--- src/hdl/rxp_pkg.sv ---
/*
  Constants for the RAM exchange / pointer step execution unit.
  Assumes a 4-bit datapath and a sequencer that issues one operation per cycle.
*/
`default_nettype none
package rxp_pkg;
  localparam int unsigned NIB_W     = 4;
  localparam int unsigned RAM_AW    = 8;
  localparam logic [3:0]  Y_STEP    = 4'h1;
  localparam logic [3:0]  DEC_SKIP  = 4'hf;
  localparam logic [3:0]  INC_SKIP  = 4'h0;
  localparam logic [3:0]  ACC_RST   = 4'h0;
  localparam logic [3:0]  X_RST     = 4'h0;
  localparam logic [3:0]  Y_RST     = 4'h0;
  localparam logic        DONE_RST  = 1'b0;

  typedef enum logic [1:0] {
    RXP_OP_NONE,
    RXP_OP_INC,
    RXP_OP_DEC
  } rxp_op_t;

  typedef enum {
    RXP_ST_RUN,
    RXP_ST_SKIP
  } rxp_state_t;
endpackage : rxp_pkg
`default_nettype wire

--- src/hdl/rxp_exec.sv ---
/*
  Execution unit for the accumulator/RAM exchange instructions with X xor and Y step.
  Assumes the sequencer presents one decoded operation per cycle with op_valid,
  and the RAM returns the addressed nibble combinationally on mem_rdata.
*/
// How it works
// - The decrement variant lowers Y by one, wrapping modulo sixteen, and writes it back.
// - After a decrement that leaves Y at fifteen, the next instruction is skipped.
// - When the stepped Y misses its skip value, the next instruction runs normally.
// - The increment variant swaps the accumulator with the RAM nibble at the address pointer in one cycle.
// - Register X is xored with the 4-bit immediate and the result is written back to X.
// - The increment variant adds one to Y modulo sixteen and writes it back.
// - After an increment that leaves Y at zero, the next instruction is skipped.
`timescale 1ns/10ps
`default_nettype none
module rxp_exec (
  input  wire logic                  clk,
  input  wire logic                  rst_b,
  input  wire logic                  op_valid,
  input  wire rxp_pkg::rxp_op_t      op_code,
  input  wire logic [3:0]            op_imm,
  input  wire logic [7:0]            ram_address_pointer,
  input  wire logic [3:0]            mem_rdata,
  output logic      [7:0]            mem_addr,
  output logic      [3:0]            mem_wdata,
  output logic                       mem_we,
  output logic      [3:0]            acc_q,
  output logic      [3:0]            x_q,
  output logic      [3:0]            y_q,
  output logic                       skip_active,
  output logic                       op_done
);
  // ==========================================================
  // Architectural state and its next values
  // The registers themselves, except state_reg, are rxp_nib_reg cells further down
  rxp_pkg::rxp_state_t state_reg;
  rxp_pkg::rxp_state_t state_next;
  logic [3:0]          acc_reg;
  logic [3:0]          acc_next;
  logic                acc_load;
  logic [3:0]          x_reg;
  logic [3:0]          x_next;
  logic                x_load;
  logic [3:0]          y_reg;
  logic [3:0]          y_next;
  logic                y_load;
  logic                done_reg;
  logic                done_next;

  // ==========================================================
  // Decode of the presented word
  logic                is_inc;
  logic                is_dec;
  logic                is_step;
  logic                in_skip;
  logic                exec_ok;
  logic                swallow;

  assign is_inc  = op_code == rxp_pkg::RXP_OP_INC;
  assign is_dec  = op_code == rxp_pkg::RXP_OP_DEC;
  // The spare fourth code is neither step, so it falls through like NONE
  assign is_step = is_inc || is_dec;
  assign in_skip = state_reg == rxp_pkg::RXP_ST_SKIP;
  // A skipped slot still consumes the fetched word but commits nothing
  assign exec_ok = op_valid && is_step && !in_skip;
  // Any word in the skip slot is swallowed, whatever its code
  assign swallow = op_valid && in_skip;

  // ==========================================================
  // Pointer step and skip test
  logic [3:0]          y_inc;
  logic [3:0]          y_dec;
  logic                inc_hit;
  logic                dec_hit;
  logic                skip_hit;

  // Four-bit sums wrap modulo sixteen by width alone, no carry is kept
  assign y_inc    = y_reg + rxp_pkg::Y_STEP;
  assign y_dec    = y_reg - rxp_pkg::Y_STEP;
  assign y_next   = is_inc ? y_inc : y_dec;
  assign inc_hit  = y_inc == rxp_pkg::INC_SKIP;
  assign dec_hit  = y_dec == rxp_pkg::DEC_SKIP;
  // A miss leaves the sequencer in RUN, so the next word executes
  assign skip_hit = is_inc ? inc_hit : dec_hit;

  // ==========================================================
  // RAM side
  // The address is not registered: the nibble read for the swap and the
  // nibble written back are the same one, within a single cycle
  assign mem_addr  = ram_address_pointer;
  assign mem_wdata = acc_reg;
  assign mem_we    = exec_ok && is_inc;

  // ==========================================================
  // Skip sequencing
  // The skip is a state, not a count: one word goes, however late it comes
  always_comb begin
    state_next = state_reg;
    case (state_reg)
      rxp_pkg::RXP_ST_RUN: begin
        if (exec_ok && skip_hit) begin
          state_next = rxp_pkg::RXP_ST_SKIP;
        end
      end
      rxp_pkg::RXP_ST_SKIP: begin
        // Any fetched word, recognised or not, is the one swallowed
        if (swallow) begin
          state_next = rxp_pkg::RXP_ST_RUN;
        end
      end
      default: begin
        state_next = rxp_pkg::RXP_ST_RUN;
      end
    endcase
  end

  always_ff @(posedge clk or negedge rst_b) begin
    if (!rst_b) begin
      state_reg <= rxp_pkg::RXP_ST_RUN;
    end else begin
      state_reg <= state_next;
    end
  end

  // ==========================================================
  // Register loads
  // Only the increment variant exchanges; the decrement keeps the accumulator
  assign acc_load  = exec_ok && is_inc;
  assign acc_next  = mem_rdata;
  assign x_load    = exec_ok;
  assign x_next    = x_reg ^ op_imm;
  assign y_load    = exec_ok;
  assign done_next = exec_ok;

  // ==========================================================
  // Register cells
  // One shared cell keeps the reset behaviour of every register except state_reg alike
  rxp_nib_reg #(
    .WIDTH (rxp_pkg::NIB_W),
    .RST   (rxp_pkg::ACC_RST)
  ) u_acc (
    .clk   (clk),
    .rst_b (rst_b),
    .load  (acc_load),
    .d     (acc_next),
    .q     (acc_reg)
  );

  rxp_nib_reg #(
    .WIDTH (rxp_pkg::NIB_W),
    .RST   (rxp_pkg::X_RST)
  ) u_x (
    .clk   (clk),
    .rst_b (rst_b),
    .load  (x_load),
    .d     (x_next),
    .q     (x_reg)
  );

  rxp_nib_reg #(
    .WIDTH (rxp_pkg::NIB_W),
    .RST   (rxp_pkg::Y_RST)
  ) u_y (
    .clk   (clk),
    .rst_b (rst_b),
    .load  (y_load),
    .d     (y_next),
    .q     (y_reg)
  );

  rxp_nib_reg #(
    .WIDTH (1),
    .RST   (rxp_pkg::DONE_RST)
  ) u_done (
    .clk   (clk),
    .rst_b (rst_b),
    .load  (1'b1),
    .d     (done_next),
    .q     (done_reg)
  );

  // ==========================================================
  // Outputs
  // Data outputs come straight from register cells
  assign acc_q       = acc_reg;
  assign x_q         = x_reg;
  assign y_q         = y_reg;
  assign skip_active = in_skip;
  assign op_done     = done_reg;
endmodule : rxp_exec

// ==========================================================
// Register cell
// Plain load-enabled register; the reset value is a constant parameter, so
// the asynchronous branch never loads anything but a constant
module rxp_nib_reg #(
  parameter int unsigned      WIDTH = 4,
  parameter logic [WIDTH-1:0] RST   = '0
) (
  input  wire logic             clk,
  input  wire logic             rst_b,
  input  wire logic             load,
  input  wire logic [WIDTH-1:0] d,
  output logic      [WIDTH-1:0] q
);
  logic [WIDTH-1:0] q_reg;

  always_ff @(posedge clk or negedge rst_b) begin
    if (!rst_b) begin
      q_reg <= RST;
    end else if (load) begin
      q_reg <= d;
    end
  end

  assign q = q_reg;
endmodule : rxp_nib_reg

`default_nettype wire

--- config.mk ---
export PLATFORM = sky130hd
export DESIGN_NAME = rxp_exec
export DESIGN_NICKNAME = d
export VERILOG_FILES = /design/src/hdl/rxp_pkg.sv /design/src/hdl/rxp_exec.sv
export SDC_FILE = /design/constraint.sdc
export NUM_CORES = 1
export LEC_CHECK = 0
export BUFFER_PORTS_ARGS = -buffer_cell sky130_fd_sc_hd__clkbuf_2
export CORE_AREA = 2 2 48 50
export DETAILED_ROUTE_END_ITERATION = 8
export DIE_AREA = 0 0 50 52
export PLACE_DENSITY = 0.75
export SLEW_MARGIN = 10
export SYNTH_ARGS = -nofsm -noshare
export SYNTH_HDL_FRONTEND = slang
export SYNTH_SLANG_ARGS = --single-unit
--- constraint.sdc ---
create_clock -name clk -period 1.4 [get_ports clk]
set_input_delay 0.28 -clock clk [delete_from_list [all_inputs] [get_ports clk]]
set_output_delay 0.28 -clock clk [all_outputs]
set_load 0.01 [all_outputs]
==> out/results.ini <==
[cts]
clock_path_buffers=2
cts_made_buffers=3
clock_sinks=14
clk_pin_slew_ns=0.08
htreeDepth=1
cts_tree=yes
cts_root_buffer=clkbuf_4
clkLatencyLatePin_ns=0.28

[power_and_ir_drop]
power_density_nw_per_um2=1870
swShare=0.382
vdd_drop_max_mv=0.697
leakagePower_nw=0.506
p_int_mw=1.20
comb_power_share=0.462
switchingPower_uw=740
p_seq_frac=0.388
clkPwrFrac=0.149

[route]
route.detailed.drc=0
dr.pass1.iters=4
viasPerCell=4.73
detailedRoute.firstIterationViolations=7
ant_nets=0
wirelength_mm=1.57
vias=615
wl_per_cell_um=12.1

[final_layout]
fillers=198
multi_input_area_um2=383
seqCellArea_um2=350
synthToLayoutAreaGrowth_pct=20.7
layout.nets=129
antenna_cells=0
layout-drive-gt1-share=0.500

[placed_design]
place_congestion=0.755
port_buffers=31
dpl.hpwl_mm=1.19
place_worst_setup_slack_ns=-0.0790

[grt]
antenna_found_initial=0
grt.overflow.total=0
grtUsageTotal=0.131
grt_pass1_vias=571
grt_pass1_wl_mm=2.53
grt_max_degree=15

[critical_path]
path_class=reg -> out
startpoint_type=flip-flop
r2r_setup_slack_ns=0.07
worst_ep_required_time_ns=1.12
worstPathMaxFanout=2
worstReg2RegStart=state_reg[0]
crit_path_end_kind=primary output
reg2regPathDepth=4
r2r_end=u_acc.q[0]
arrival_ns=1.15

[logic_synthesis]
synth-seq-area-share=0.409
synth_top_family_by_area=buffers and inverters
yosys.area_share.xor_xnor=0.102
syn_nets=102
synth_fa_ha_area_frac=0.0730
yosys_warnings=0
netlist_instances=76
avgSynthCellArea_um2=11.3
ys_ff_latch=14
synth-compound-area-share=0.0715
yosys-mux-area-fraction=0.0832
synth_simple_gate_area_frac=0.102
ys_types=23
synth_area_um2=857

[sta]
slew_viol_final=0
fmax_mhz=702
rsz0062_at_grt=true
clock_skew_ns=0.00113
tightest_slew_ns=0.372
setup_ws_ns=-0.0255
slew_headroom=0.752
final.min_clock_period_ns=1.43
setup_violations=1
hold_viol=0
period_share=1.02
hold_ws_ns=0.227

[hold_path]
hold_path_class=in -> reg
min_to=u_x.q[1]
hold_depth=3
min_from=op_imm[1]

[die]
fp.dieW_um=50
die-area_um2=2600
io-pin-count=48
start_util=0.407
die_h_um=52
core_um2=2110
num_rows=17

[run_status]
failed_checks=setup timing
status=complete, but fails checks

[flow_run]
max-cap-violations=0

-- what timing repair did --
item	CTS	global route
cloned	0	0
hold endpoints to repair	14	0
pin swaps	2	2
hold buffers	1	0
setup buffers	3	0
endpoints found under the setup margin	1	1
gates resized for setup	0	2
-- cells in the mapped netlist --
master	instances	area, um2
nand4_1	1	6.26
a211oi_2	1	12.5
buf_4	13	97.6
xor2_1	1	8.76
nor4_1	2	12.5
a2bb2oi_1	1	8.76
nand2_1	7	26.3
o31a_1	1	8.76
mux2_4	4	60.1
nand2b_1	2	12.5
buf_2	1	5.00
nor3b_2	1	12.5
ha_1	5	62.6
o31ai_1	1	7.51
a31o_1	1	8.76
inv_1	3	11.3
buf_6	2	22.5
and4_1	1	8.76
o21ai_0	3	15.0
mux2_2	1	11.3
and2_4	1	8.76
xnor2_1	9	78.8
dfrtp_1	14	350
-- power groups by stage --
| stage | Combinational (mW) | Clock (mW) | Sequential, mW |
|---|---|---|---|
| after global placement | 0.859 | 0 | 0.754 |
| after detailed placement | 0.887 | 0 | 0.760 |
| after CTS | 0.904 | 0.293 | 0.752 |
| final | 0.894 | 0.289 | 0.751 |
| after global routing | 0.993 | 0.316 | 0.782 |
| after floorplan | 0.586 | 0 | 0.806 |
-- how the worst max path moves through the flow --
stage	start	endpoint	slack, ns	cells past startpoint
after floorplan	op_code[1]	u_acc.q[0]	0.002	6
final	state_reg[0]	mem_we	-0.03	3
after global placement	op_code[1]	u_acc.q[1]	-0.05	6
after CTS	state_reg[0]	mem_we	-0.04	3
after global routing	state_reg[0]	mem_we	-0.09	3
after detailed placement	op_code[1]	u_acc.q[1]	-0.08	6
-- through the flow --
| step | TNS, ns | power, mW | std cells | area [um2] | utilization |
|---|---|---|---|---|---|
| global route | -0.0873 | 2.09 | 130 | 1030 | 0.491 |
| finish | -0.0255 | 1.93 | 130 | 1030 | 0.491 |
| CTS | -0.0401 | 1.95 | 130 | 1030 | 0.488 |
| global placement | -0.252 | 1.61 | 122 | 960 | 0.456 |
| floorplan | 0 | 1.39 | 76 | 872 | - |
| detailed placement | -0.391 | 1.65 | 122 | 960 | 0.456 |
-- area by class of cell --
| cell class | instances | share of cell area |
|---|---|---|
| Sequential cell | 14 | 0.339 |
| Tap cell | 28 | 0.0339 |
| Multi-Input combinational cell | 43 | 0.370 |
| Timing Repair Buffer | 38 | 0.209 |
| Inverter | 3 | 0.0133 |
| Clock buffer | 4 | 0.0351 |
-- worst max-delay path, stage by stage, from the launching register on --
cell     delay [ns]
dfrtp_1        0.39
nor3b_2        0.21
and2_4         0.17
buf_6          0.09
-- per-layer routing --
metal / track usage / routed length (um) / vias to the layer above
met5: 0 / 0 / -
met4: 0.0694 / 12 / 0
met3: 0.0460 / 141 / 2
met2: 0.221 / 785 / 33
met1: 0.145 / 627 / 291
li1: - / - / 289
-- logic make-up (layout without fill, tap and decap cells) --
kind of cell | Yosys count | in the layout
AND/OR/NAND/NOR | 15 | 15
multiplexers | 5 | 5
AO/OA/AOI/OAI | 8 | 8
flip-flops | 14 | 14
adder cells (fa/ha/maj) | 5 | 5
buffers and inverters | 19 | 45
XOR/XNOR | 10 | 10
-- layout by cell type, fill, tap and decap left out, drive strengths merged --
master	instances
clkbuf	34
nand2	7
o31ai	1
a31o	1
buf	7
xor2	1
mux2	5
nand4	1
nor4	2
o31a	1
dfrtp	14
ha	5
nand2b	2
and2	1
dlygate4sd3	1
a2bb2oi	1
o21ai	3
xnor2	9
and4	1
a211oi	1
inv	3
nor3b	1
No activity file was read; power rests on OpenSTA's default activity.
